[src/design/prrc_pkg.sv]
// prrc_pkg: register map, field layout, codes and types of the read prefetch control
// assumes: one AHB-Lite slave, 32-bit words, one clock domain
package prrc_pkg;
    // register byte addresses
    localparam logic [31:0] CTRL_OFF      = 32'h0000_0040;
    localparam logic [31:0] IRQ_STAT_OFF  = 32'h0000_0048;
    localparam logic [31:0] IRQ_MASK_OFF  = 32'h0000_004c;
    // control word field positions
    localparam int          PF_LSB        = 8;
    localparam int          SDR_BIT       = 10;
    localparam int          MRBC_LSB      = 12;
    localparam int          FCU_BIT       = 15;
    localparam int          RCS_BIT       = 16;
    localparam int          RCC_LSB       = 17;
    localparam int          DTD_BIT       = 19;
    localparam logic [31:0] CTRL_RW_MASK  = 32'h000e_f700;
    localparam logic [31:0] CTRL_RESET    = 32'h0000_0000;
    // interrupt status bits
    localparam int          IRQ_EXP_BIT   = 0;
    localparam int          IRQ_CMD_BIT   = 1;
    localparam logic [1:0]  IRQ_RESET     = 2'h0;
    // read prefetch field codes
    localparam logic [1:0]  PFM_LINE      = 2'h0;
    localparam logic [1:0]  PFM_FULL      = 2'h2;
    localparam logic [1:0]  PFM_DISC      = 2'h3;
    // retry limit field codes and thresholds
    localparam logic [1:0]  RCC_NONE      = 2'h0;
    localparam logic [1:0]  RCC_256       = 2'h1;
    localparam logic [1:0]  RCC_64K       = 2'h2;
    localparam logic [31:0] RETRY_256     = 32'h0000_0100;
    localparam logic [31:0] RETRY_64K     = 32'h0001_0000;
    localparam logic [31:0] RETRY_2G      = 32'h8000_0000;
    // credits freed per update
    localparam logic [1:0]  CRED_PER_TWO  = 2'h2;
    localparam logic [1:0]  CRED_PER_ONE  = 2'h1;
    // pci memory read command codes
    localparam logic [3:0]  CMD_MR        = 4'h6;
    localparam logic [3:0]  CMD_MRL       = 4'he;
    localparam logic [3:0]  CMD_MRM       = 4'hc;
    // read request byte limits
    localparam logic [12:0] BC_128        = 13'h0080;
    localparam logic [12:0] BC_256        = 13'h0100;
    localparam logic [12:0] BC_512        = 13'h0200;
    localparam logic [12:0] BC_1024       = 13'h0400;
    localparam logic [12:0] BC_2048       = 13'h0800;
    localparam logic [12:0] BC_4096       = 13'h1000;

    typedef enum logic [1:0] {PF_NONE = 2'h0, PF_LINE = 2'h1, PF_FULL = 2'h2} prrc_pf_t;
    typedef enum logic [1:0] {TRK_IDLE = 2'h1, TRK_PEND = 2'h2} prrc_trk_t;

    typedef struct packed {
        logic [3:0]  cmd;
        logic [31:0] addr;
        logic [3:0]  be;
        logic        pref;
    } prrc_req_t;

    typedef struct packed {
        logic        accept;
        logic        retry;
        prrc_pf_t    pf;
        logic        disc_first;
        logic [12:0] max_bytes;
    } prrc_dec_t;
endpackage : prrc_pkg

[src/design/prrc_ctrl.sv]
// prrc_ctrl: pci read prefetch, retry and credit update control with AHB-Lite registers
// assumes: pci side strobes are one-cycle pulses synchronous to hclk
// What this block does
// - prefetch field 00 gives one cache line for prefetchable plain memory reads.
// - prefetch field 10 gives full prefetch for prefetchable plain memory reads.
// - prefetch field 11 disconnects a plain memory read after the first doubleword.
// - special read bit clear: a retried transaction with changed command gets retry.
// - special read bit set: changed memory read command completes if address and enables match.
// - maximum read byte count limits upstream read requests under full prefetch.
// - byte count codes 000/011/111 give 512; others 128,256,1024,2048,4096.
// - update bit clear sends update every two credits, set every one credit.
// - retry status flag set on expiry, sticky until reset or write one.
// - retry limit field selects no limit, 256, 64K or 2G retries.
// - discard disable bit turns off discard timer, combined with bridge control bit 27.
//
// Local design decision: the AHB-Lite register port.
`timescale 1ns/1ns
module prrc_ctrl (
    input  wire logic                hclk,
    input  wire logic                hresetn,
    input  wire logic                hsel,
    input  wire logic [31:0]         haddr,
    input  wire logic [1:0]          htrans,
    input  wire logic                hwrite,
    input  wire logic [2:0]          hsize,
    input  wire logic [31:0]         hwdata,
    input  wire logic                hready,
    output logic [31:0]              hrdata,
    output logic                     hreadyout,
    output logic                     hresp,
    input  wire logic                rd_req_valid,
    input  wire prrc_pkg::prrc_req_t rd_req,
    input  wire logic                rd_retry,
    input  wire logic                rd_done,
    input  wire logic                credit_freed,
    input  wire logic                bridge_disc_en,
    output logic                     dec_valid,
    output prrc_pkg::prrc_dec_t      dec,
    output logic                     credit_update,
    output logic                     discard_timer_en,
    output logic                     irq
);
    logic [31:0]         ctrl_q;
    logic                rcs_q;
    logic [1:0]          stat_q;
    logic [1:0]          mask_q;
    logic                wr_q;
    logic [31:0]         wa_q;
    logic [31:0]         hrdata_q;
    logic                hreadyout_q;
    logic                addr_ph;
    logic                wr_ctrl;
    logic                wr_stat;
    logic                wr_mask;
    logic [31:0]         rdmux;
    prrc_pkg::prrc_trk_t trk_q;
    prrc_pkg::prrc_req_t pend_q;
    prrc_pkg::prrc_dec_t dec_d;
    prrc_pkg::prrc_dec_t dec_q;
    logic                dec_valid_q;
    logic                cred_q;
    logic                disc_q;
    logic                irq_q;
    logic                expired;
    logic                cred_upd;
    logic [1:0]          pf_mode;
    logic                sdr;
    logic [2:0]          mrbc;
    logic                is_mr_c;
    logic                is_mr_p;
    logic                same_ab;
    logic                cmd_chg;
    logic                chg_retry;
    logic [1:0]          irq_set;

    // fields of the control word
    assign pf_mode = ctrl_q[prrc_pkg::PF_LSB +: 2];
    assign sdr     = ctrl_q[prrc_pkg::SDR_BIT];
    assign mrbc    = ctrl_q[prrc_pkg::MRBC_LSB +: 3];

    // bus slave: zero wait state, always okay
    assign addr_ph = hsel && htrans[1] && hready;
    assign wr_ctrl = wr_q && (wa_q == prrc_pkg::CTRL_OFF);
    assign wr_stat = wr_q && (wa_q == prrc_pkg::IRQ_STAT_OFF);
    assign wr_mask = wr_q && (wa_q == prrc_pkg::IRQ_MASK_OFF);

    always_comb begin
        rdmux = 32'h0;
        case (haddr)
            prrc_pkg::CTRL_OFF: begin
                rdmux = ctrl_q;
                rdmux[prrc_pkg::RCS_BIT] = rcs_q;
            end
            prrc_pkg::IRQ_STAT_OFF: rdmux = {30'h0, stat_q};
            prrc_pkg::IRQ_MASK_OFF: rdmux = {30'h0, mask_q};
            default:                rdmux = 32'h0;
        endcase
    end

    always_ff @(posedge hclk or negedge hresetn) begin
        if (!hresetn) begin
            wr_q        <= 1'b0;
            wa_q        <= 32'h0;
            hrdata_q    <= 32'h0;
            hreadyout_q <= 1'b0;
        end else begin
            hreadyout_q <= 1'b1;
            wr_q        <= addr_ph && hwrite;
            if (addr_ph) begin
                wa_q <= haddr;
            end
            if (addr_ph && !hwrite) begin
                hrdata_q <= rdmux;
            end
        end
    end

    assign hrdata    = hrdata_q;
    assign hreadyout = hreadyout_q;
    assign hresp     = 1'b0;

    // control word, writable fields only
    always_ff @(posedge hclk or negedge hresetn) begin
        if (!hresetn) begin
            ctrl_q <= prrc_pkg::CTRL_RESET;
        end else if (wr_ctrl) begin
            ctrl_q <= hwdata & prrc_pkg::CTRL_RW_MASK;
        end
    end

    // retry status flag, set wins over write one clear
    always_ff @(posedge hclk or negedge hresetn) begin
        if (!hresetn) begin
            rcs_q <= 1'b0;
        end else if (expired) begin
            rcs_q <= 1'b1;
        end else if (wr_ctrl && hwdata[prrc_pkg::RCS_BIT]) begin
            rcs_q <= 1'b0;
        end
    end

    // interrupt status and mask
    assign irq_set = {chg_retry && rd_req_valid, expired};

    always_ff @(posedge hclk or negedge hresetn) begin
        if (!hresetn) begin
            stat_q <= prrc_pkg::IRQ_RESET;
            mask_q <= prrc_pkg::IRQ_RESET;
            irq_q  <= 1'b0;
        end else begin
            stat_q <= irq_set | (stat_q & ~(wr_stat ? hwdata[1:0] : 2'h0));
            if (wr_mask) begin
                mask_q <= hwdata[1:0];
            end
            irq_q <= |(stat_q & mask_q);
        end
    end

    assign irq = irq_q;

    // tracking of the retried transaction
    assign is_mr_c = (rd_req.cmd == prrc_pkg::CMD_MR) || (rd_req.cmd == prrc_pkg::CMD_MRL)
                     || (rd_req.cmd == prrc_pkg::CMD_MRM);
    assign is_mr_p = (pend_q.cmd == prrc_pkg::CMD_MR) || (pend_q.cmd == prrc_pkg::CMD_MRL)
                     || (pend_q.cmd == prrc_pkg::CMD_MRM);
    assign same_ab = (trk_q == prrc_pkg::TRK_PEND) && (rd_req.addr == pend_q.addr)
                     && (rd_req.be == pend_q.be);
    assign cmd_chg = same_ab && (rd_req.cmd != pend_q.cmd);
    assign chg_retry = cmd_chg && !(sdr && is_mr_c && is_mr_p);

    always_ff @(posedge hclk or negedge hresetn) begin
        if (!hresetn) begin
            trk_q  <= prrc_pkg::TRK_IDLE;
            pend_q <= '0;
        end else begin
            case (trk_q)
                prrc_pkg::TRK_IDLE: begin
                    if (rd_retry && rd_req_valid) begin
                        trk_q  <= prrc_pkg::TRK_PEND;
                        pend_q <= rd_req;
                    end
                end
                prrc_pkg::TRK_PEND: begin
                    if (rd_done) begin
                        trk_q <= prrc_pkg::TRK_IDLE;
                    end else if (rd_retry && rd_req_valid && !same_ab) begin
                        pend_q <= rd_req;
                    end
                end
                default: trk_q <= prrc_pkg::TRK_IDLE;
            endcase
        end
    end

    // decision for each pci read request
    always_comb begin
        dec_d            = '0;
        dec_d.retry      = chg_retry;
        dec_d.accept     = !chg_retry;
        dec_d.pf         = prrc_pkg::PF_NONE;
        if (rd_req.cmd == prrc_pkg::CMD_MR && !chg_retry) begin
            case (pf_mode)
                prrc_pkg::PFM_LINE: begin
                    if (rd_req.pref) begin
                        dec_d.pf = prrc_pkg::PF_LINE;
                    end
                end
                prrc_pkg::PFM_FULL: begin
                    if (rd_req.pref) begin
                        dec_d.pf = prrc_pkg::PF_FULL;
                    end
                end
                prrc_pkg::PFM_DISC: dec_d.disc_first = 1'b1;
                default:            dec_d.pf = prrc_pkg::PF_NONE;
            endcase
        end
        if (dec_d.pf == prrc_pkg::PF_FULL) begin
            case (mrbc)
                3'h1:    dec_d.max_bytes = prrc_pkg::BC_128;
                3'h2:    dec_d.max_bytes = prrc_pkg::BC_256;
                3'h4:    dec_d.max_bytes = prrc_pkg::BC_1024;
                3'h5:    dec_d.max_bytes = prrc_pkg::BC_2048;
                3'h6:    dec_d.max_bytes = prrc_pkg::BC_4096;
                default: dec_d.max_bytes = prrc_pkg::BC_512;
            endcase
        end
    end

    always_ff @(posedge hclk or negedge hresetn) begin
        if (!hresetn) begin
            dec_q       <= '0;
            dec_valid_q <= 1'b0;
        end else begin
            dec_valid_q <= rd_req_valid;
            if (rd_req_valid) begin
                dec_q <= dec_d;
            end
        end
    end

    assign dec       = dec_q;
    assign dec_valid = dec_valid_q;

    // retry counting
    prrc_retry_cnt u_retry (
        .hclk      (hclk),
        .hresetn   (hresetn),
        .inc       (rd_retry && rd_req_valid),
        .clr       (rd_done),
        .sel       (ctrl_q[prrc_pkg::RCC_LSB +: 2]),
        .expired_q (expired)
    );

    // credit update pacing
    prrc_credit_cnt #(.W(2)) u_credit (
        .hclk       (hclk),
        .hresetn    (hresetn),
        .freed      (credit_freed),
        .per_update (ctrl_q[prrc_pkg::FCU_BIT] ? prrc_pkg::CRED_PER_ONE
                                               : prrc_pkg::CRED_PER_TWO),
        .update_q   (cred_upd)
    );

    always_ff @(posedge hclk or negedge hresetn) begin
        if (!hresetn) begin
            cred_q <= 1'b0;
            disc_q <= 1'b0;
        end else begin
            cred_q <= cred_upd;
            disc_q <= !ctrl_q[prrc_pkg::DTD_BIT] && bridge_disc_en;
        end
    end

    assign credit_update    = cred_q;
    assign discard_timer_en = disc_q;
endmodule : prrc_ctrl

[src/design/prrc_retry_cnt.sv]
// prrc_retry_cnt: counts successive retries and flags expiry at the chosen limit
// assumes: inc and clr are one-cycle pulses in the hclk domain
`timescale 1ns/1ns
module prrc_retry_cnt (
    input  wire logic       hclk,
    input  wire logic       hresetn,
    input  wire logic       inc,
    input  wire logic       clr,
    input  wire logic [1:0] sel,
    output logic            expired_q
);
    logic [31:0] cnt_q;
    logic [31:0] thr;
    logic        hit;

    always_comb begin
        case (sel)
            prrc_pkg::RCC_256: thr = prrc_pkg::RETRY_256;
            prrc_pkg::RCC_64K: thr = prrc_pkg::RETRY_64K;
            default:           thr = prrc_pkg::RETRY_2G;
        endcase
    end

    // never expires with no limit selected
    assign hit = inc && (sel != prrc_pkg::RCC_NONE) && (cnt_q + 32'h1 == thr);

    always_ff @(posedge hclk or negedge hresetn) begin
        if (!hresetn) begin
            cnt_q     <= 32'h0;
            expired_q <= 1'b0;
        end else begin
            expired_q <= hit;
            if (clr || hit) begin
                cnt_q <= 32'h0;
            end else if (inc && cnt_q != 32'hffff_ffff) begin
                cnt_q <= cnt_q + 32'h1;
            end
        end
    end
endmodule : prrc_retry_cnt

[src/design/prrc_credit_cnt.sv]
// prrc_credit_cnt: pulses an update once per group of freed credits
// assumes: freed is a one-cycle pulse, one credit per pulse
`timescale 1ns/1ns
module prrc_credit_cnt #(
    parameter int W = 2
) (
    input  wire logic         hclk,
    input  wire logic         hresetn,
    input  wire logic         freed,
    input  wire logic [W-1:0] per_update,
    output logic              update_q
);
    logic [W-1:0] cnt_q;
    logic         full;

    assign full = freed && (cnt_q + W'(1) >= per_update);

    always_ff @(posedge hclk or negedge hresetn) begin
        if (!hresetn) begin
            cnt_q    <= '0;
            update_q <= 1'b0;
        end else begin
            update_q <= full;
            if (full) begin
                cnt_q <= '0;
            end else if (freed) begin
                cnt_q <= cnt_q + W'(1);
            end
        end
    end
endmodule : prrc_credit_cnt

[config.mk]
export PLATFORM = sky130hd
export DESIGN_NAME = prrc_ctrl
export DESIGN_NICKNAME = d
export VERILOG_FILES = /design/src/design/prrc_pkg.sv /design/src/design/prrc_ctrl.sv /design/src/design/prrc_retry_cnt.sv /design/src/design/prrc_credit_cnt.sv
export SDC_FILE = /design/constraint.sdc
export NUM_CORES = 1
export LEC_CHECK = 0
export BUFFER_PORTS_ARGS = -buffer_cell sky130_fd_sc_hd__buf_2
export CELL_PAD_IN_SITES_DETAIL_PLACEMENT = 0
export CELL_PAD_IN_SITES_GLOBAL_PLACEMENT = 2
export CORE_AREA = 2 2 154 156
export CTS_CLUSTER_DIAMETER = 200
export CTS_CLUSTER_SIZE = 12
export DETAILED_ROUTE_END_ITERATION = 12
export DIE_AREA = 0 0 156 158
export GPL_TIMING_DRIVEN = 0
export PLACE_DENSITY = 0.78
export SLEW_MARGIN = 0
export SYNTH_ARGS = -nofsm -noshare
export SYNTH_HDL_FRONTEND = slang
export SYNTH_SLANG_ARGS = --single-unit
[constraint.sdc]
create_clock -name hclk -period 3.85 [get_ports hclk]
set_clock_uncertainty 0.2 [all_clocks]
set_input_delay 0.77 -clock hclk [delete_from_list [all_inputs] [get_ports hclk]]
set_output_delay 0.77 -clock hclk [all_outputs]
set_load 0.01 [all_outputs]
After elaboration in Yosys (flattened, before gate mapping). Cells that the tools add are included.

RAM bits: 0. Word-level logic and storage cells: 131. Register bits after elaboration: 181. Bits in latches: 0. Input bits: 120. ROM bits: 0. Output and inout bits: 56. Memories: 0.

Div/mod/pow operators: 0. Multipliers: 0. Order comparisons: 1. Shift-type cells: 0. Bitwise operators: 4. Add/sub/neg operators: 2. Eq/ne operators: 33. Reduce and logical (&&, ||, !) cells: 42. Multiplexer cells: 24.

Operators by type and width (number): == test 32 x 7 -> 1 bit, second input constant (6); two-way mux 41 bit (3); case mux 41 bit (2 select lines) (1); case mux 13 bit (5 select lines) (1); == test 32 bit (2); two-way mux 32 bit (2); case mux 32 bit (2 select lines) (1); case mux 20 bit (3 select lines) (1); adder 32 x 1 -> 32 bit, second input constant (1); inequality test 32 bit, second input constant (1); logical AND 1 bit (23); == test 4 bit, second input constant (4); two-way mux 2 bit (7); two-way mux 13 bit (1); == test 2 bit, second input constant (5); nonzero test 2 bit (5); == test 3 bit, second input constant (3); == test 4 x 3 -> 1 bit, second input constant (2); case mux 2 bit (2 select lines) (2); zero test 1 bit (5); logical OR 1 bit (5); AND 2 bit (2); == test 2 x 1 -> 1 bit, second input constant (2); == test 4 bit (1); other kinds (15) (20).

Depth between registers and ports, before layout. Gate-level depths: netlist (run 1).

Depth in word-level cells: 12. Depth in mapped cells: 10. Mapped depth without buffers: 8.

Modules after synthesis. A second synthesis (run 1) with hierarchy kept.

Cell total of the unflattened synthesis: 971. Area total of the unflattened synthesis: 9098.7 µm².

By module, submodules not included: prrc_ctrl (times used 1, sequential area each 2979.1 µm², cells each 647, area an instance 6314.8 µm²); prrc_retry_cnt (times used 1, sequential area each 825.8 µm², cells each 307, area an instance 2593.7 µm²); prrc_credit_cnt (times used 1, sequential area each 75.1 µm², cells each 17, area an instance 190.2 µm²).

Worst setup path after synthesis (run 1). OpenSTA, ideal clock, no wires.

Path kind: register -> register. From: register u_retry.cnt_q[0]. To: register u_retry.cnt_q[13]. Arrival: 2504 ps. Setup time: 123 ps. Period minus slack after synthesis: 2827 ps. Required time: 3527 ps. Buffers on the path: 1. Path slack: 1023 ps. Cell stages (with the launch flop): 10. Cells stage by stage: dfrtp_1 > ha_1 > and2_1 > a21oi_1 > o32a_1 > or4_4 > nor4_2 > a41o_4 > buf_12 > nor2_4.

Longest elaborated chain between the ends: 5. Elaborated cells on any way between the ends: 9. Classes of those cells: 1 x add/sub; 2 x eq/ne; 2 x mux; 4 x reduce/logical.

Ends and longest elaborated chain: start, declared (RTL line prrc_retry_cnt.sv:12) `logic [31:0] cnt_q;`; start signal, assigned (RTL line prrc_retry_cnt.sv:36) `cnt_q <= cnt_q + 32'h1;`; adder 32 x 1 -> 32 bit (RTL line prrc_retry_cnt.sv:25, prrc_retry_cnt.sv:36); == test 32 bit (RTL line prrc_retry_cnt.sv:25) `assign hit = inc && (sel != prrc_pkg::RCC_NONE) && (cnt_q + 32'h1 == thr);`; logical AND 1 bit (RTL line prrc_retry_cnt.sv:25); logical OR 1 bit (RTL line prrc_retry_cnt.sv:33) `if (clr || hit) begin`; two-way mux 32 bit / nonzero test 2 bit (equally long branches).

Parallel ways exist; a longest one is shown, timed or not. The select of a mux whose other input is x is not followed. A chain may end at the register's enable or synchronous reset.

Worst setup path in the final report (run 1).
From: register u_retry.cnt_q[0]. To: register u_retry.cnt_q[15].

The elaborated chain is that of the path after synthesis.

==> metrics.txt, run 1 <==
outcome=completed; area share of the leading cell type in the synthesized netlist=a little under half; endpoint type of the worst setup path=flip-flop; Die Span Y=~160 um; origin of the critical flop-to-flop path=u_retry.cnt_q[0]$_DFFE_PN0P_; Max-slew headroom=about 37%; Seq/Total Area, Yosys=a little under half; number of placement rows=56; required time reported for the critical path endpoint=between 3000 and 4000 ps; number of CTS-inserted buffers=17; global-route wire length before repair=approximately 30000 um; Layout area overhead=21.1%; Vias per Instance=4.75; reported leakage power=around 4.4 nW; number of enable-type register cells in the synthesized netlist=0; Total Wirelength=between 15000 and 20000 um; antenna violation net count after detailed routing=0; starting density of the core=35.3%; CP max FO=10; most frequent cell after synthesis=dfrtp_1; max-slew violation count=0; critical path startpoint category=flip-flop; type of the worst min-delay path=input port to async pin; Fmax achieved=between 0.3 and 0.4 GHz; warning count from the yosys run=0; dominant cells by area after synthesis=dfrtp_1 (47%), mux2_2 (11%), xor2_1 (5.8%), nor2_4 (4.0%), xnor2_1 (3.0%); final weighted congestion of routability-driven global placement=roughly 0.77; slew at the pin closest to its max-slew limit=about 940 ps; classification of the worst setup path=flip-flop to flip-flop; Post-layout nets=approximately 1000; r2r endpoint=u_retry.cnt_q[15]$_DFFE_PN0P_; Maximum Capacitance Violations=0; number of DRC violations after detailed routing=0; count of endpoints failing hold in the final timing report=0; die width=156 um; initial antenna violation count=0; vias in the first global route=~5600; overall via count from detail_route=5600; Seq cells post-synth=~160; buffer count from post-CTS setup fixing=0; Synth async-reset ratio=100%; CTS tree=built; portion of the clock cycle consumed by the worst path in the final layout=81.8%; reg-to-reg setup timing slack=around 700 ps; share of final-layout standard cells stronger than drive strength 1=a little under two fifths; placeable core region=around 0.023 mm2; Clock Sink Count=between 150 and 200; RSZ-0062 raised after global routing=false; pin count of the biggest net entering global routing=80; post-detailed-route wirelength per cell=between 15 and 20 um; distinct cell type count of the synthesized netlist=67; antenna fix cells=0; Starting DRT DRC Count=250; placed wire-length estimate=13600 um; maximum number of buffers from clock root to sink=2; CTS resizes=0; hold buffers post-CTS=0; remaining global-route overflow=0; worst skew pair latency=~430 ps; number of cells traversed by the worst register-to-register path=9; data arrival time of the critical path=about 3300 ps; Worst IR Drop VDD=around 0.22 mV; CTS Root Cell=clkbuf_16; Post-Synthesis Mean Instance Area=~12 um2; power per cell area=between 400 and 500 mW/mm2; post-synthesis cell area=between 0.008 and 0.009 mm2; clock edge transition at the registers on the reported setup and hold paths=about 70 ps; ranking of synthesized cells by instance count=dfrtp_1 (154), mux2_2 (83), xor2_1 (54); Setup Total Neg Slack=0 ps; largest area contributor in the synthesized netlist=dfrtp_1; number of port buffers=between 100 and 150; DIE AREA=approximately 0.025 mm2; Post-Syn Instances=704; I/O Pins=176; H-tree levels=4; first-pass detailed-route iteration total=4; worst-case hold slack=approximately 95 ps; leading register cell type out of synthesis=dfrtp_1; count of endpoints failing setup in the final report=0; combined global-route utilization of all metal layers=between 10% and 20%; clock period minus final worst setup slack=~3200 ps
[metrics by stage]
stage	utilization (%)	worst slack (ps)	total power [mW]	cells	cell area, um2
floorplan	-	1020	2.31	730	8230
global placement	40.0	-678	2.48	1145	9220
detailed placement	40.2	421	2.50	1146	9260
CTS	42.7	685	4.19	1178	9850
global route	42.7	509	4.35	1178	9850
finish	42.7	699	4.13	1178	9850
[placed cells by master (no fill, tap or decap), types with 7 or more instances in the layout]
cell       instances
dfrtp_1          154
buf_2            130
mux2_2            83
xor2_1            54
nand2_1           36
buf_4             30
nor2_4            29
xnor2_1           28
conb_1            28
nor2_1            25
nand4_1           23
nor4_1            23
inv_1             18
nand3_1           18
clkbuf_16         17
nor3_1            16
clkbuf_1          15
o21ai_0           12
a22o_1            12
ha_1               7
[registers in the layout, indices dropped and copies added (netlist names), 2 cells and up]
register / cells
wa_q: 32
ctrl_q: 10
hrdata: 13
mask_q: 2
trk_q: 2
u_retry.cnt_q: 32
pend_q: 40
stat_q: 2
dec: 11
u_credit.cnt_q: 2
[kinds of logic (layout without fill, tap and decap cells)]
kind of cell	Yosys count	after routing	synth area share, %
AO/OA/AOI/OAI	64	64	5.81
XOR/XNOR	82	82	8.83
buffers and inverters	73	231	5.54
AND/OR/NAND/NOR	232	232	18.7
multiplexers	89	89	12.3
flip-flops	155	155	47.7
other	2	28	0.0923
adder cells (fa/ha/maj)	7	7	1.08
[layout make-up]
type,instances,area [um2]
fillers,2247,13200
multi-input cells,502,3900
flip-flops and latches,155,3880
repair buffers,126,663
clock buffers,18,439
plain buffers,55,383
well taps,290,363
clock inverters,14,151
inverters,18,67.6
[power breakdown]
group / internal [mW] / switching [mW] / total [mW]
clock: 0.932 / 0.742 / 1.67
combinational: 0.292 / 0.237 / 0.529
sequential: 1.81 / 0.114 / 1.93
[layer usage]
metal	part of all wire [%]	wire [um]	up-vias	track usage [%]
li1	-	-	2788	-
met1	49	8950	2677	21.2
met2	46	8350	120	25.4
met3	4.3	794	15	3.37
met4	0.85	156	0	3.80
met5	0	0	-	0
[worst max-delay path by stage]
stage	startpoint	end	slack [ps]	cells past startpoint
after floorplan	u_retry.cnt_q[0]$_DFFE_PN0P_	u_retry.cnt_q[13]$_DFFE_PN0P_	1020	9
after global placement	hresetn	hrdata[13]$_DFFE_PN0P_	-680	1
after detailed placement	rd_req_valid	u_retry.cnt_q[15]$_DFFE_PN0P_	420	8
after CTS	u_retry.cnt_q[0]$_DFFE_PN0P_	u_retry.cnt_q[15]$_DFFE_PN0P_	680	9
after global routing	u_retry.cnt_q[0]$_DFFE_PN0P_	u_retry.cnt_q[15]$_DFFE_PN0P_	510	9
final	u_retry.cnt_q[0]$_DFFE_PN0P_	u_retry.cnt_q[15]$_DFFE_PN0P_	700	9
[worst max-delay path: stages, from the launching register on]
cell	delay (ps)
dfrtp_1	450
ha_1	290
nand4_4	160
nor3_1	110
and4_1	230
nor2_1	540
clkbuf_1	570
nand3_1	170
xor2_1	260
nor2_4	40
Power figures use the tool's default switching activity.
==> run 2: changes to the inputs <==
==> constraint.sdc (replaced) <==
create_clock -name hclk -period 3.25 [get_ports hclk]
set_clock_uncertainty 0.2 [all_clocks]
set_input_delay 0.65 -clock hclk [delete_from_list [all_inputs] [get_ports hclk]]
set_output_delay 0.65 -clock hclk [all_outputs]
set_load 0.01 [all_outputs]
==> run 2 against run 1 <==
  * The run now ends with negative hold slack left
  * Count of clock-buffer cells in the layout unchanged
  * Utilization barely moved
  * Sequential share of layout area about the same
  * Die area is the same
  * Combinational power grew 19%
  * Power grew 18%
  * Routed wire length barely moved
  * Worst setup slack worse by 500 ps
  * Via count is the same
  * Register-to-register slack got worse by 500 ps
  * Global-route usage is the same
  * Critical path type unchanged
  * Critical endpoint is now u_retry.cnt_q[20]$_DFFE_PN0P_
  * Highest routed layer unchanged
==> metrics.txt, run 2 (synthesis results as in run 1) <==
outcome=finished, violations left; violated checks=negative hold slack; Fmax achieved=approximately 0.33 GHz; number of cells traversed by the worst register-to-register path=10; required time reported for the critical path endpoint=3360 ps; worst-case hold slack=-25.1 ps; first-pass detailed-route iteration total=4; I/O Pins=about 180; max-slew violation count=0; RSZ-0062 raised after global routing=false; clock edge transition at the registers on the reported setup and hold paths=~70 ps; remaining global-route overflow=0; global-route wire length before repair=around 30000 um; count of endpoints failing hold in the final timing report=9; Layout area overhead=21.1%; largest register by flop count=pend_q; count of endpoints failing setup in the final report=0; slew at the pin closest to its max-slew limit=between 900 and 1000 ps; power per cell area=between 400 and 500 mW/mm2; most common cell after layout, fill and taps aside=dfrtp_1; placeable core region=0.0231 mm2; reported leakage power=around 4.4 nW; Vias per Instance=4.75; maximum number of buffers from clock root to sink=2; type of the worst min-delay path=input port to async pin; CP max FO=10; total power after layout=roughly 4.9 mW; CTS Root Cell=clkbuf_16; design area=between 0.009 and 0.01 mm2; Worst IR Drop VDD=0.255 mV; reg-to-reg setup timing slack=around 200 ps; clock period minus final worst setup slack=about 3100 ps; origin of the critical flop-to-flop path=u_retry.cnt_q[0]$_DFFE_PN0P_; post-detailed-route wirelength per cell=15.5 um; Setup Total Neg Slack=0 ps; r2r endpoint=u_retry.cnt_q[20]$_DFFE_PN0P_; portion of the clock cycle consumed by the worst path in the final layout=around 94%; hold buffers post-CTS=0; CTS tree=built; met3 wire length=slightly above 800 um; combined global-route utilization of all metal layers=15.6%; H-tree levels=4; number of placement rows=56; Final Util=a little over two fifths; commonest cells after routing, fill and taps aside=dfrtp_1 (154), buf_2 (130), mux2_2 (83); final cell count without fillers=roughly 1200; vias in the first global route=around 5600; buffer count from post-CTS setup fixing=0; antenna violation net count after detailed routing=0; data arrival time of the critical path=between 3000 and 4000 ps; die width=approximately 160 um; share of final-layout standard cells stronger than drive strength 1=between 30% and 40%; Maximum Capacitance Violations=0; number of CTS-inserted buffers=17; Max-slew headroom=about 37%; endpoint type of the worst setup path=flip-flop; total area of multi-input combinational cells=about 0.0039 mm2; final weighted congestion of routability-driven global placement=about 0.77; worst skew pair latency=430 ps; initial antenna violation count=0; sequential cell area=0.00388 mm2; Post-layout nets=between 1000 and 1500; Clock Sink Count=155; antenna fix cells=0; Starting DRT DRC Count=~250; number of inserted filler cells in the final layout=2247; highest routed layer=met4; pin count of the biggest net entering global routing=80; flip-flop count of the largest register, all copies and words added=40; placed wire-length estimate=about 14000 um; Area after DPL=0.00926 mm2; Die Span Y=approximately 160 um; starting density of the core=35.3%; number of port buffers=between 100 and 150; overall via count from detail_route=between 5000 and 6000; classification of the worst setup path=flip-flop to flip-flop; Total Wirelength=approximately 18000 um; number of DRC violations after detailed routing=0; largest registers ranked by flip-flop count=pend_q (40), u_retry.cnt_q (32), wa_q (32); DIE AREA=0.0246 mm2; Post-Place Cells=~1100; critical path startpoint category=flip-flop; Met1 Routed Length=~9000 um; WL met2=about 8300 um
## run 2: cell counts in the layout (fill, tap and decap cells not counted)
Identical to the previous run, type by type.
## run 2: worst max path at each step
stage | from | endpoint | cells past startpoint | slack (ps)
finish | u_retry.cnt_q[0]$_DFFE_PN0P_ | u_retry.cnt_q[20]$_DFFE_PN0P_ | 10 | 200
CTS | u_retry.cnt_q[0]$_DFFE_PN0P_ | u_retry.cnt_q[15]$_DFFE_PN0P_ | 9 | 80
global placement | hresetn | hrdata[13]$_DFFE_PN0P_ | 1 | -1160
detailed placement | rd_req_valid | u_retry.cnt_q[15]$_DFFE_PN0P_ | 8 | -60
floorplan | u_retry.cnt_q[0]$_DFFE_PN0P_ | u_retry.cnt_q[13]$_DFFE_PN0P_ | 9 | 420
global route | u_retry.cnt_q[0]$_DFFE_PN0P_ | u_retry.cnt_q[19]$_DFFE_PN0P_ | 9 | 0.7
## run 2: final cells by class
cell class                 instances  share of cell area [%]
sequential                       155                    39.4
clock buffer                      18                    4.46
tap                              290                    3.68
buffer                            55                    3.89
multi-input combinational        502                    39.6
clock inverter                    14                    1.54
timing repair buffer             126                    6.73
inverter                          18                   0.686
## run 2: stage by stage
step | setup slack (ps) | hold slack (ps)
global placement | -1160 | 135
detailed placement | -59.4 | 138
CTS | 84.8 | 3.25
global route | 0.650 | 10.2
finish | 198 | -25.1
floorplan | 423 | 131
## run 2: per-layer routing
metal,track usage (%),vias up
li1,-,2788
met1,21.2,2673
met2,25.4,124
met3,3.37,15
met4,3.80,0
met5,0,-
## run 2: power breakdown
group	switching [mW]	leakage, nW	internal [mW]
Sequential	0.134	1.98	2.15
Clock	0.879	0.288	1.10
Combinational	0.281	2.13	0.346
## run 2: timing repair
item / 4_1_cts / 5_1_grt
resized for setup: 0 / 1
endpoints found under the setup margin: 0 / 8
endpoints found under the hold margin: 0 / 0
## run 2: critical path: stages, from the launching register on
cell	delay [ps]
dfrtp_1	460
ha_1	290
nand4_4	180
or2_1	270
buf_6	150
nor4_2	390
mux2i_1	150
a211oi_2	260
a41o_4	330
buf_12	190
nor2_4	50
==> run 3: changes to the inputs <==
--- a/config.mk
+++ b/config.mk
@@ -5,16 +5,17 @@
 export SDC_FILE = /design/constraint.sdc
 export NUM_CORES = 1
 export LEC_CHECK = 0
+export ABC_AREA = 1
 export BUFFER_PORTS_ARGS = -buffer_cell sky130_fd_sc_hd__buf_2
 export CELL_PAD_IN_SITES_DETAIL_PLACEMENT = 0
 export CELL_PAD_IN_SITES_GLOBAL_PLACEMENT = 2
-export CORE_AREA = 2 2 154 156
+export CORE_AREA = 2 2 170 172
 export CTS_CLUSTER_DIAMETER = 200
 export CTS_CLUSTER_SIZE = 12
 export DETAILED_ROUTE_END_ITERATION = 12
-export DIE_AREA = 0 0 156 158
+export DIE_AREA = 0 0 172 174
 export GPL_TIMING_DRIVEN = 0
-export PLACE_DENSITY = 0.78
+export PLACE_DENSITY = 0.9
 export SLEW_MARGIN = 0
 export SYNTH_ARGS = -nofsm -noshare
 export SYNTH_HDL_FRONTEND = slang
==> run 3 against run 2 <==
  * The run now ends clean
  * Critical path depth up 5
  * Synthesized cell count up 67%
  * Via count up 40%
  * Synthesized area rose by 5.6%
  * Maximum frequency up 12%
  * Global-route usage is 1.3 points higher
  * Sequential share of layout area down 2.2 points
  * Die area increased by 21%
  * Sequential power rose by 2%
  * Flip-flop and latch count stayed put
  * Routed wire length up 34%
  * Largest power group unchanged
==> metrics.txt, run 3 <==
pin count of the biggest net entering global routing=~110; RSZ-0062 raised after global routing=false; number of CTS-inserted buffers=17; outcome=completed; antenna violation net count after detailed routing=0; count of endpoints failing setup in the final report=0; area share of the leading cell type in the synthesized netlist=between 40% and 50%; Synth async-reset ratio=100%; Seq cells post-synth=155; Total Wirelength=roughly 24000 um; starting density of the core=just over 30%; share of final-layout standard cells stronger than drive strength 1=between 15 and 20%; reported leakage power=roughly 5.2 nW; Post-Synthesis Mean Instance Area=between 7 and 8 um2; buffer count from post-CTS setup fixing=0; slew at the pin closest to its max-slew limit=between 600 and 700 ps; Worst Hold Path EP=credit_update$_DFF_PN0_; number of cells on the worst hold path=0; multiplexer share of the synthesized area=under 10%; leading register cell type out of synthesis=dfrtp_1; origin of the critical flop-to-flop path=u_retry.cnt_q[0]$_DFFE_PN0P_; Crit path top cell by count=nand2_1; Vias per Instance=4.49; Post-layout nets=~1500; Post-Syn Instances=about 1200; slack of the critical path=between 500 and 600 ps; flip-flop count of the largest register, all copies and words added=40; r2r endpoint=u_retry.cnt_q[15]$_DFFE_PN0P_; critical path startpoint category=flip-flop; Worst path slowest cell=dfrtp_1; worst skew pair latency=430 ps; CTS tree=built; remaining global-route overflow=0; Maximum Capacitance Violations=0; Layout area overhead=21.5%; die width=approximately 170 um; H-tree levels=4; Compound-Gate Fraction of Synth Area=around 6.1%; reg-to-reg setup timing slack=about 530 ps; largest area contributor in the synthesized netlist=dfrtp_1; number of placement rows=a little over 60; Starting DRT DRC Count=about 420; first-pass detailed-route iteration total=5; Final Util=37.0%; Setup Total Neg Slack=0 ps; largest family of logic cells by synthesized area=simple AND/OR/NAND/NOR gates; number of cells traversed by the worst register-to-register path=15; post-synthesis adder-cell area fraction=1.02%; portion of the clock cycle consumed by the worst path in the final layout=83.7%; CTS Root Cell=clkbuf_16; post-synthesis cell area=roughly 0.0086 mm2; highest cell delay on the worst timing path=440 ps; Clock Sink Count=about 160; largest registers ranked by flip-flop count=pend_q (40), u_retry.cnt_q (32), wa_q (32); total power after layout=~5.1 mW; Fmax achieved=roughly 0.37 GHz; Die Span Y=about 170 um; CTS resizes=0; clock period minus final worst setup slack=approximately 2700 ps; endpoint type of the worst setup path=flip-flop; type of the worst min-delay path=flip-flop to flip-flop; dominant cells by area after synthesis=dfrtp_1 (45%), nand2_1 (17%), nor2_1 (5.8%), inv_1 (5.4%), nand3_1 (5.1%); combined global-route utilization of all metal layers=roughly 17%; sequence of cells on the critical path=ha_1, nand2_1, nor2_4, nand3_1, nor2_2, nand2_1, nand2_1, nand2_1, nor2_1, nand3_1, nor2_1, nand2_1, nand2_4, buf_6, nor2_2; Post-Place Cells=between 1500 and 2000; vias in the first global route=between 7000 and 8000; warning count from the yosys run=0; clock edge transition at the registers on the reported setup and hold paths=roughly 80 ps; DIE AREA=between 0.02 and 0.03 mm2; I/O Pins=approximately 180; ranking of synthesized cells by instance count=nand2_1 (399), dfrtp_1 (154), nor2_1 (132); max-slew violation count=0; final cell count without fillers=between 1500 and 2000; design area=roughly 0.010 mm2; required time reported for the critical path endpoint=approximately 3400 ps; HP Start=u_credit.update_q$_DFF_PN0_; post-detailed-route wirelength per cell=about 14 um; most common cell after layout, fill and taps aside=nand2_1; most frequent cell after synthesis=nand2_1; largest register by flop count=pend_q; number of DRC violations after detailed routing=0; basic-gate share of the synthesized area counting and, or, nand and nor cells=between 30% and 40%; hold buffers post-CTS=1; data arrival time of the critical path=about 2800 ps; Worst IR Drop VDD=~0.27 mV; global-route wire length before repair=about 40000 um; Seq/Total Area, Yosys=45.2%; area share of xor/xnor cells in the synthesized design=2.65%; overall via count from detail_route=about 7900; worst-case hold slack=153 ps; final weighted congestion of routability-driven global placement=around 0.84; Max-slew headroom=53.0%; classification of the worst setup path=flip-flop to flip-flop; count of endpoints failing hold in the final timing report=0; distinct cell type count of the synthesized netlist=just over 40; Area after DPL=~0.01 mm2; number of enable-type register cells in the synthesized netlist=0; CP max FO=10; maximum number of buffers from clock root to sink=2; power per cell area=just under 500 mW/mm2; initial antenna violation count=8; post-placement setup slack=between 400 and 500 ps; placeable core region=between 0.02 and 0.03 mm2; commonest cells after routing, fill and taps aside=nand2_1 (399), dfrtp_1 (154), nor2_1 (132); number of port buffers=125; placed wire-length estimate=approximately 19000 um
## run 3: report_power, final
group          total [mW]  leakage [nW]  internal (mW)  switching (mW)
sequential           2.32          1.98           2.16           0.156
combinational       0.809          2.95          0.323           0.486
clock                1.96         0.274           1.02           0.944
total                5.09          5.20           3.51            1.59
## run 3: layout make-up
class                           instances  area, um2
Antenna cell                            6       15.0
Inverter                              125        469
Clock inverter                         15        155
Tap cell                              384        480
Multi-Input combinational cell        864       3990
Buffer                                 59        349
Clock buffer                           17        425
Sequential cell                       155       3880
Fill cell                            3105      17800
Timing Repair Buffer                  127        673
## run 3: worst max-delay path by stage
stage                                      start                       endpoint  slack (ps)  cells after the start
finish              u_retry.cnt_q[0]$_DFFE_PN0P_  u_retry.cnt_q[15]$_DFFE_PN0P_         530                     15
floorplan           u_retry.cnt_q[0]$_DFFE_PN0P_  u_retry.cnt_q[18]$_DFFE_PN0P_        1030                     15
global route        u_retry.cnt_q[0]$_DFFE_PN0P_   u_retry.cnt_q[5]$_DFFE_PN0P_         230                     11
CTS                 u_retry.cnt_q[0]$_DFFE_PN0P_  u_retry.cnt_q[20]$_DFFE_PN0P_         510                     12
global placement                         hresetn           wa_q[21]$_DFFE_PN0P_       -1290                      1
detailed placement                    rd_req[14]         pend_q[25]$_DFFE_PN0P_         410                     14
## run 3: layer usage
layer	share of wire (%)	track usage, %
met1	45	21.9
met2	47	28.1
met3	6.2	4.35
met4	1.4	4.06
met5	0.098	0
## run 3: kinds of logic after synthesis
kind of cell / after synthesis
muxes: 11
DFF: 155
other: 2
xor gates and xnor gates: 26
adders and majority gates: 7
and+or+nand+nor: 696
AOI/OAI and AO/OA: 96
buffers and inverters: 184
## run 3: critical path, delay by kind of cell (launching register included)
family / cells / cell delay (ps)
and+or+nand+nor: 13 / 1530
DFF: 1 / 440
adders and majority gates: 1 / 240
buffers and inverters: 1 / 190
